$ cat src/include/i2c_mstx_pkg.sv
// Constants and types for the two-wire master transmitter
package i2c_mstx_pkg;
    // Register port addresses
    localparam logic [1:0] ADDR_CTRL = 2'h0;
    localparam logic [1:0] ADDR_STAT = 2'h1;
    localparam logic [1:0] ADDR_DATA = 2'h2;
    // Control register fields
    localparam int FLAG_POS  = 7;
    localparam int ACKEN_POS = 6;
    localparam int START_POS = 5;
    localparam int STOP_POS  = 4;
    localparam int WCOL_POS  = 3;
    localparam int EN_POS    = 2;
    localparam int IE_POS    = 0;
    // Status codes, prescaler bits masked
    localparam logic [7:0] ST_START   = 8'h08;
    localparam logic [7:0] ST_REP     = 8'h10;
    localparam logic [7:0] ST_AW_ACK  = 8'h18;
    localparam logic [7:0] ST_AW_NACK = 8'h20;
    localparam logic [7:0] ST_D_ACK   = 8'h28;
    localparam logic [7:0] ST_D_NACK  = 8'h30;
    localparam logic [7:0] ST_LOST    = 8'h38;
    localparam logic [7:0] ST_AR_ACK  = 8'h40;
    localparam logic [7:0] ST_AR_NACK = 8'h48;
    localparam logic [7:0] ST_IDLE    = 8'hf8;
    // Serial clock timing
    localparam int CLK_PERIOD_NS = 8;
    localparam int SCL_PERIOD_NS = 1000;
    localparam int QTR_CYC = SCL_PERIOD_NS / (4 * CLK_PERIOD_NS);
    localparam logic [4:0] QTR_LAST = 5'(QTR_CYC - 1);
    localparam logic [3:0] ACK_BIT = 4'h8;
    typedef enum logic [2:0] {IDLE, WAITFREE, START, BIT, HOLD, STOP, LOST} state_t;
endpackage

$ cat src/design/i2c_master_tx.sv
// Two-wire bus master transmitter with control, status and data registers
`timescale 1ns/1ps
`default_nettype none

module i2c_master_tx
    import i2c_mstx_pkg::*;
(
    // Clock and reset
    input  wire logic       clk,
    input  wire logic       reset,
    // Register port
    input  wire logic [1:0] addr,
    input  wire logic [7:0] wdata,
    input  wire logic       wr,
    input  wire logic       rd,
    output logic      [7:0] rdata,
    // Interrupt request
    output logic            irq,
    // Two-wire pins, enable low while pulling low
    input  wire logic       sdaIn,
    output logic            sdaOut,
    output logic            sdaOeN,
    input  wire logic       sclIn,
    output logic            sclOut,
    output logic            sclOeN
);

    typedef struct packed {
        state_t     st;
        logic [1:0] q;
        logic [4:0] tick;
        logic [3:0] bitCnt;
        logic [7:0] data;
        logic [7:0] code;
        logic [7:0] rdata;
        logic [1:0] presc;
        logic       flag;
        logic       ackEn;
        logic       startReq;
        logic       stopReq;
        logic       wcol;
        logic       en;
        logic       ie;
        logic       addrPh;
        logic       rep;
        logic       rx;
        logic       busy;
        logic       sdaDrv;
        logic       sclDrv;
        logic       sdaMeta;
        logic       sdaSync;
        logic       sdaPrev;
        logic       sclMeta;
        logic       sclSync;
    } regs_t;

    regs_t r;
    regs_t next_r;
    logic  tickEnd;
    logic  busFree;

    assign tickEnd = (r.tick == QTR_LAST);
    assign busFree = !r.busy && r.sdaSync && r.sclSync;

    always_comb
    begin
        next_r = r;
        next_r.sdaMeta = sdaIn;
        next_r.sdaSync = r.sdaMeta;
        next_r.sdaPrev = r.sdaSync;
        next_r.sclMeta = sclIn;
        next_r.sclSync = r.sclMeta;
        next_r.rdata = 8'h00;
        // Bus watcher: another master may own the bus
        if (r.sclSync && r.sdaPrev && !r.sdaSync)
            next_r.busy = 1'b1;
        else if (r.sclSync && !r.sdaPrev && r.sdaSync)
            next_r.busy = 1'b0;
        if (rd)
            case (addr)
                ADDR_CTRL: next_r.rdata = {r.flag, r.ackEn, r.startReq, r.stopReq,
                                           r.wcol, r.en, 1'b0, r.ie};
                ADDR_STAT: next_r.rdata = r.code | {6'h00, r.presc};
                ADDR_DATA: next_r.rdata = r.data;
                default:   next_r.rdata = 8'h00;
            endcase
        if (wr)
        begin
            case (addr)
                ADDR_CTRL:
                begin
                    next_r.ackEn = wdata[ACKEN_POS];
                    next_r.startReq = wdata[START_POS];
                    next_r.stopReq = wdata[STOP_POS];
                    next_r.en = wdata[EN_POS];
                    next_r.ie = wdata[IE_POS];
                    if (wdata[FLAG_POS])
                        next_r.flag = 1'b0;
                end
                ADDR_STAT: next_r.presc = wdata[1:0];
                ADDR_DATA:
                begin
                    next_r.wcol = !r.flag;
                    if (r.flag)
                        next_r.data = wdata;
                end
                default: ;
            endcase
        end
        next_r.tick = 5'h00;
        next_r.q = 2'h0;
        if (r.st == START || r.st == BIT || r.st == STOP)
        begin
            next_r.tick = tickEnd ? 5'h00 : 5'(r.tick + 5'h01);
            next_r.q = tickEnd ? 2'(r.q + 2'h1) : r.q;
        end
        // Hardware flag sets come last so a set beats a same-cycle clear
        case (r.st)
            IDLE:
                if (r.en && r.startReq && !r.flag)
                    next_r.st = WAITFREE;
            WAITFREE:
                if (busFree)
                begin
                    next_r.st = START;
                    next_r.rep = 1'b0;
                end
            HOLD:
                if (!r.flag)
                begin
                    if (r.stopReq)
                    begin
                        next_r.st = STOP;
                        next_r.sdaDrv = 1'b1;
                    end
                    else if (r.startReq)
                    begin
                        next_r.st = START;
                        next_r.rep = 1'b1;
                    end
                    else if (!r.rx)
                    begin
                        next_r.st = BIT;
                        next_r.bitCnt = 4'h0;
                        next_r.sdaDrv = !r.data[7];
                    end
                end
            LOST:
                if (!r.flag)
                    next_r.st = r.startReq ? WAITFREE : IDLE;
            START:
                if (tickEnd)
                begin
                    case (r.q)
                        2'h0: next_r.sdaDrv = 1'b0;
                        2'h1: next_r.sclDrv = 1'b0;
                        2'h2: next_r.sdaDrv = 1'b1;
                        default:
                        begin
                            next_r.sclDrv = 1'b1;
                            next_r.flag = 1'b1;
                            next_r.code = r.rep ? ST_REP : ST_START;
                            next_r.addrPh = 1'b1;
                            next_r.rx = 1'b0;
                            next_r.st = HOLD;
                        end
                    endcase
                end
            BIT:
                if (tickEnd)
                begin
                    case (r.q)
                        2'h0: next_r.sdaDrv = (r.bitCnt == ACK_BIT) ? 1'b0
                                            : !r.data[3'(4'h7 - r.bitCnt)];
                        2'h1: next_r.sclDrv = 1'b0;
                        2'h3:
                        begin
                            next_r.sclDrv = 1'b1;
                            if (r.bitCnt == ACK_BIT)
                            begin
                                next_r.flag = 1'b1;
                                next_r.st = HOLD;
                                next_r.addrPh = 1'b0;
                                if (r.addrPh && r.data[0])
                                begin
                                    next_r.rx = 1'b1;
                                    next_r.code = r.sdaSync ? ST_AR_NACK : ST_AR_ACK;
                                end
                                else if (r.addrPh)
                                    next_r.code = r.sdaSync ? ST_AW_NACK : ST_AW_ACK;
                                else
                                    next_r.code = r.sdaSync ? ST_D_NACK : ST_D_ACK;
                            end
                            else if (!r.sdaDrv && !r.sdaSync)
                            begin
                                next_r.sclDrv = 1'b0;
                                next_r.flag = 1'b1;
                                next_r.code = ST_LOST;
                                next_r.st = LOST;
                            end
                            else
                                next_r.bitCnt = 4'(r.bitCnt + 4'h1);
                        end
                        default: ;
                    endcase
                end
            STOP:
                if (tickEnd)
                begin
                    case (r.q)
                        2'h1: next_r.sclDrv = 1'b0;
                        2'h2: next_r.sdaDrv = 1'b0;
                        2'h3:
                        begin
                            next_r.stopReq = 1'b0;
                            next_r.st = r.startReq ? WAITFREE : IDLE;
                            next_r.code = ST_IDLE;
                        end
                        default: ;
                    endcase
                end
            default: next_r.st = IDLE;
        endcase
        // Disabled unit lets go of both wires at once
        if (!r.en)
        begin
            next_r.st = IDLE;
            next_r.sdaDrv = 1'b0;
            next_r.sclDrv = 1'b0;
        end
    end

    always_ff @(posedge clk)
    begin
        if (reset)
            r <= '0;
        else
            r <= next_r;
    end

    assign rdata = r.rdata;
    assign irq = r.flag && r.ie;
    assign sdaOut = 1'b0;
    assign sclOut = 1'b0;
    assign sdaOeN = !r.sdaDrv;
    assign sclOeN = !r.sclDrv;
endmodule // i2c_master_tx
`default_nettype wire

$ cat config.mk
export PLATFORM = sky130hd
export DESIGN_NAME = i2c_master_tx
export DESIGN_NICKNAME = d
export VERILOG_FILES = /design/src/include/i2c_mstx_pkg.sv /design/src/design/i2c_master_tx.sv
export SDC_FILE = /design/constraint.sdc
export NUM_CORES = 1
export LEC_CHECK = 0
export BUFFER_PORTS_ARGS = -buffer_cell sky130_fd_sc_hd__buf_2
export CORE_ASPECT_RATIO = 0.9
export CORE_MARGIN = 1.5
export CORE_UTILIZATION = 34
export DETAILED_ROUTE_END_ITERATION = 6
export MAX_ROUTING_LAYER = met4
export PLACE_DENSITY = 0.59
export SKIP_LAST_GASP = 1
export SLEW_MARGIN = 0
export SYNTH_ARGS = -nofsm -noshare
export SYNTH_HDL_FRONTEND = slang
export SYNTH_SLANG_ARGS = --single-unit
$ cat constraint.sdc
create_clock -name clk -period 5.2 [get_ports clk]
set_clock_uncertainty 0.15 [all_clocks]
set_input_delay 0.78 -clock clk [delete_from_list [all_inputs] [get_ports clk]]
set_output_delay 0.78 -clock clk [all_outputs]
set_load 0.005 [all_outputs]
Yosys cells after proc, flatten, opt, wreduce, memory -nomap -nowiden
Cells that the tools add are included.
{"block": "totals", "word_cells": 221, "input_bits": 16, "ff_bits": 58, "out_inout_bits": 13}
{"block": "op_classes", "n_bitwise": 4, "reduce_logical": 48, "n_addsub": 4, "muxes": 97, "magnitude_cmp": 1, "n_eq_ne": 41}
{"cell": "2-to-1 mux 8 bit", "n": 8}
{"cell": "one-hot mux 8 bit (3 select lines)", "n": 2}
{"cell": "2-to-1 mux 3 bit", "n": 15}
{"cell": "2-to-1 mux 1 bit", "n": 40}
{"cell": "2-to-1 mux 4 bit", "n": 10}
{"cell": "inequality test 2 bit, second input constant", "n": 15}
{"cell": "one-hot mux 3 bit (7 select lines)", "n": 1}
{"cell": "2-to-1 mux 7 bit", "n": 2}
{"cell": "inequality test 2 x 1 -> 1 bit, second input constant", "n": 7}
{"cell": "one-hot mux 1 bit (2 select lines)", "n": 7}
{"cell": "AND reduction 7 bit", "n": 2}
{"cell": "2-to-1 mux 6 bit", "n": 2}
{"cell": "AND reduction 12 bit", "n": 1}
{"cell": "logical AND 1 bit", "n": 11}
{"cell": "2-to-1 mux 5 bit", "n": 2}
{"cell": "AND reduction 10 bit", "n": 1}
{"cell": "== test 3 bit, second input constant", "n": 3}
{"cell": "inequality test 3 x 1 -> 1 bit, second input constant", "n": 3}
{"cell": "AND reduction 9 bit", "n": 1}
{"cell": "logical NOT 1 bit", "n": 8}
{"cell": "2-to-1 mux 2 bit", "n": 4}
{"cell": "OR 8 x 2 -> 8 bit", "n": 1}
{"cell": "one-hot mux 4 bit (2 select lines)", "n": 1}
{"cell": "AND reduction 8 bit", "n": 1}
{"cell": "29 further kinds", "n": 47}

Longest topological paths before layout
{"block": "depth", "depth_word": 8, "depth_mapped": 8, "mapped_depth_nobuf": 7}

Worst setup path after synthesis
No wires, ideal clock.
{"block": "synth_path", "path_kind": "input-to-reg", "start": "input addr[0]", "end": "register r[14] (netlist name)", "arrival_ns": 1.741, "path_stages": 4, "required_ns": 4.918, "setup_ns": 0.132, "slack_ns": 3.178, "n_path_buf": 1, "cell_sequence": "clkbuf_1 -> nor3b_2 -> mux2i_1 -> nor3_1"}
{"block": "synth_via", "elab_chain_cells": 6}
{"element": "from (decl)", "line_no": "i2c_master_tx.sv:12", "text": "input wire logic [1:0] addr,"}
{"element": "logical NOT 2 bit *", "line_no": "i2c_master_tx.sv:89", "text": "case (addr)"}
{"element": "2-to-1 mux 4 bit *", "line_no": "i2c_master_tx.sv:89"}
{"element": "2-to-1 mux 7 bit *", "line_no": "i2c_master_tx.sv:87", "text": "if (wr)"}
{"element": "2-to-1 mux 1 bit", "line_no": "i2c_master_tx.sv:210", "text": "case (r.q)"}
{"element": "2-to-1 mux 1 bit", "line_no": "i2c_master_tx.sv:208", "text": "if (tickEnd)"}
{"element": "2-to-1 mux 1 bit *", "line_no": "i2c_master_tx.sv:118", "text": "case (r.st)"}
{"element": "to (signal assigned)", "line_no": "i2c_master_tx.sv:238", "text": "r <= next_r;"}
{"element": "to (decl)", "line_no": "i2c_master_tx.sv:57", "text": "regs_t r;"}
Mark *: on every way between the ends. The rest lies on a longest branch, timed or not.
A chain may end at the register's enable or synchronous reset.

Final worst setup path
{"block": "layout_path", "start": "register r[57] (netlist name)", "end": "register r[56] (netlist name)"}
{"block": "layout_via", "elab_chain_cells": 3, "elab_cells_between_ends": 21, "classes_between": "eq/ne: 18; mux: 1; reduce/logical: 2"}
{"element": "== test 3 bit (tied with other cells)", "line_no": "i2c_master_tx.sv:118"}
{"element": "inequality test 4 bit (no source line) (tied with other cells)"}
{"element": "AND reduction 12 bit (no source line)"}
Several ways; a longest one is shown, not always the timed one.

==> impl_metrics.py <==
metrics = {
    "worst_setup_path": {
        "r2r_slack_ns": 2.91,
        "worstPathArrival_ns": 2.35,
        "startpoint_type": "register",
        "rr_worst_depth": 5,
        "slowest_delay_ns": 0.62,
        "crit_path_end_kind": "register",
        "r2r-end": "r[56]",
        "regToRegStartpoint": "r[57]",
        "path_cells": "nand2b_1 > and2_0 > o2111ai_1 > nor4_1 > nor3_1",
        "path_max_fanout": 13,
        "worstSetupPathType": "register to register",
        "critPathLaunch": "r[57]",
        "cp_slowest_cell": "dfxtp_1",
        "crit_end": "r[56]",
        "required_ns": 5.26,
    },
    "clock_tree": {
        "cts_tree": "yes",
        "cts.sinks": 55,
        "cts_setup_buffers": 0,
        "cts_buffers": 5,
        "cts.clk_slew.worst_paths_ns": 0.10,
        "root_buffer": "clkbuf_8",
        "hold_buffers": 0,
        "clockBufferDepth": 2,
        "cts_resized": 0,
        "clkLatencyLatePin_ns": 0.32,
        "htreeDepth": 2,
    },
    "yosys": {
        "synth_area_mm2": 0.002836,
        "synth_top_area_frac": 0.3882,
        "synth_enable_flop_cells": 0,
        "syn_area_per_cell_um2": 8.595,
        "ys_ff_latch": 55,
        "synth_area_leader_cell": "dfxtp_1",
        "yosysUniqueCellTypes": 59,
        "synthTopCellsByCount": "55 x dfxtp_1, 42 x nor2_1, 34 x a21oi_1",
        "ys_seq_area_frac": 0.3882,
        "yosys-top-cells-area": "dfxtp_1 39%, a21oi_1 6.0%, nor2_1 5.6%",
        "synth_warnings": 0,
        "synth_async_sr_flop_share": 0,
        "synthFlopType": "dfxtp_1",
        "syn-instance-count": 330,
        "yosysMostFrequentCell": "dfxtp_1",
    },
    "timing": {
        "maxSlewViolCount": 0,
        "rsz0062_at_grt": "no",
        "fmax_mhz": 436.4,
        "fin_crit_sh": 0.4407,
        "setup_slack_ns": 2.908,
        "min_period_ns": 2.292,
        "setup_viol": 0,
        "worstMarginPinSlew_ns": 0.6314,
        "slew_headroom": 0.5791,
        "hold_violations": 0,
        "setup_tns_ns": 0,
    },
    "routing": {
        "drt_wl_total_mm": 6.312,
        "ant_nets": 0,
        "vias": 2297,
        "post_drt_wl_per_cell_um": 14.41,
        "first_pass_iters": 4,
        "viasPerCell": 5.244,
        "dr.first_iter.drc_count": 166,
        "drc_errors": 0,
    },
    "floorplanning": {
        "die_area_mm2": 0.008900,
        "die_h_um": 89.65,
        "die_w_um": 99.28,
        "ios": 29,
        "start_util": 0.3516,
        "rows": 31,
        "core_area_mm2": 0.008068,
    },
    "global_route": {
        "grt_first_pass_wirelength_mm": 10.40,
        "grtUsageTotal": 0.1521,
        "grt_pass1_vias": 2066,
        "overflow": 0,
        "antenna_found_initial": 0,
        "grt_max_degree": 38,
    },
    "power_and_ir_drop": {
        "switching_share": 0.2497,
        "clock_power_share": 0.357,
        "switchingPower_uw": 179.0,
        "internal_power_uw": 537.8,
        "power.density_mw_per_mm2": 236.2,
        "pwr-share-comb": 0.044,
        "ir_worst_vdd_mv": 0.09631,
        "seqPwrFrac": 0.599,
        "p_leak_uw": 0.001113,
    },
    "placed_design": {
        "post_dp_cell_area_mm2": 0.002938,
        "dp_hpwl_mm": 4.703,
        "placed_cells": 430,
        "port_buffers": 26,
        "preCtsSetupSlack_ns": 2.828,
        "routabilityCongestion": 0.8581,
    },
    "hold_path": {
        "hold_class": "register to register",
        "min-delay-start": "next_r[3]",
    },
    "cells_and_area": {
        "fill_cells": 839,
        "antenna_cells": 0,
        "syn2layout_area_growth_pct": 6.970,
        "drive_gt1_frac": 0.1327,
        "final_area_mm2": 0.003034,
        "layout.nets": 363,
        "final_cells": 438,
    },
    "run": {
        "maxCapViolCount": 0,
    },
    "status": {
        "status": "complete, no violations",
    },
}
-- state kept, by name, indices dropped and copies added, names as in the netlist --
register	cells
rdata	8
next_r	3
r	44
-- power by group through the flow --
stage	sequential (µW)	clock [µW]	combinational, µW
finish	430	256	31.5
detailed placement	439	0	31.4
floorplan	437	0	22.6
global route	430	278	34.9
CTS	430	263	31.7
global placement	439	0	31.3
-- critical path, delay by kind of cell (launching register included) --
kind | cells | cell delay (ns)
AND/OR/NAND/NOR | 4 | 1.18
flip-flops | 1 | 0.62
AO/OA/AOI/OAI | 1 | 0.23
-- cell type report --
type                       instances  area, µm²  share of cell area
timing repair buffer              26      130.1             0.04289
clock buffer                       5      68.82             0.02268
multi-input combinational        238       1538              0.5068
clock inverter                     3      27.53            0.009072
tap                               99      123.9             0.04082
sequential                        55       1101              0.3629
inverter                          12      45.04             0.01485
-- logic make-up (layout without fill, tap and decap cells) --
kind of cell,count (synthesis),count (layout),share of synthesized area
and+or+nand+nor,131,131,0.2369
AOI/OAI and AO/OA,73,73,0.1742
DFF,55,55,0.3882
buffers and inverters,38,46,0.07102
muxes,17,17,0.07014
adders and majority gates,9,9,0.03970
xor gates and xnor gates,6,6,0.01853
other,1,2,0.001322
-- per-layer routing --
| layer | track usage | vias up | routed length [µm] |
|---|---|---|---|
| met4 | 0.04609 | 0 | 76 |
| met5 | - | - | 0 |
| met1 | 0.2157 | 1073 | 3280 |
| li1 | - | 1169 | - |
| met2 | 0.2217 | 48 | 2720 |
| met3 | 0.02632 | 7 | 234 |
-- metrics by stage --
step	util	hold WS, ns	total power, µW
floorplan	-	0.2638	460.0
CTS	0.3761	0.3072	724.4
detailed placement	0.3641	0.2810	470.6
global route	0.3761	0.3140	743.4
finish	0.3761	0.3044	716.8
global placement	0.3641	0.2681	470.5
-- how the worst min path moves through the flow --
| stage | cells past startpoint | to | slack, ns |
|---|---|---|---|
| after global routing | 1 | r[0] | 0.31 |
| after global placement | 1 | r[0] | 0.27 |
| final | 1 | next_r[2] | 0.30 |
| after detailed placement | 1 | next_r[2] | 0.28 |
| after floorplan | 1 | next_r[2] | 0.26 |
| after CTS | 1 | next_r[2] | 0.31 |
-- placed cells by master, fill, tap and decap left out, drive strengths merged, types with 2 or more instances in the layout --
master	instances
mux2i	15
nor2	42
nand2	31
clkbuf	5
ha	9
nand3	9
a21o	3
nand2b	7
a21oi	35
o21ai	6
xnor2	4
or3	2
o31ai	5
o32a	3
a22oi	2
nor3	13
mux4	2
nor4	2
o22ai	2
a211oi	2
o22a	2
nand4	2
dfxtp	55
and3b	2
xor2	2
buf	26
conb	2
inv	14
and2	2
nor2b	8
nand3b	4
a311oi	3
(Power assumes the default switching activity.)
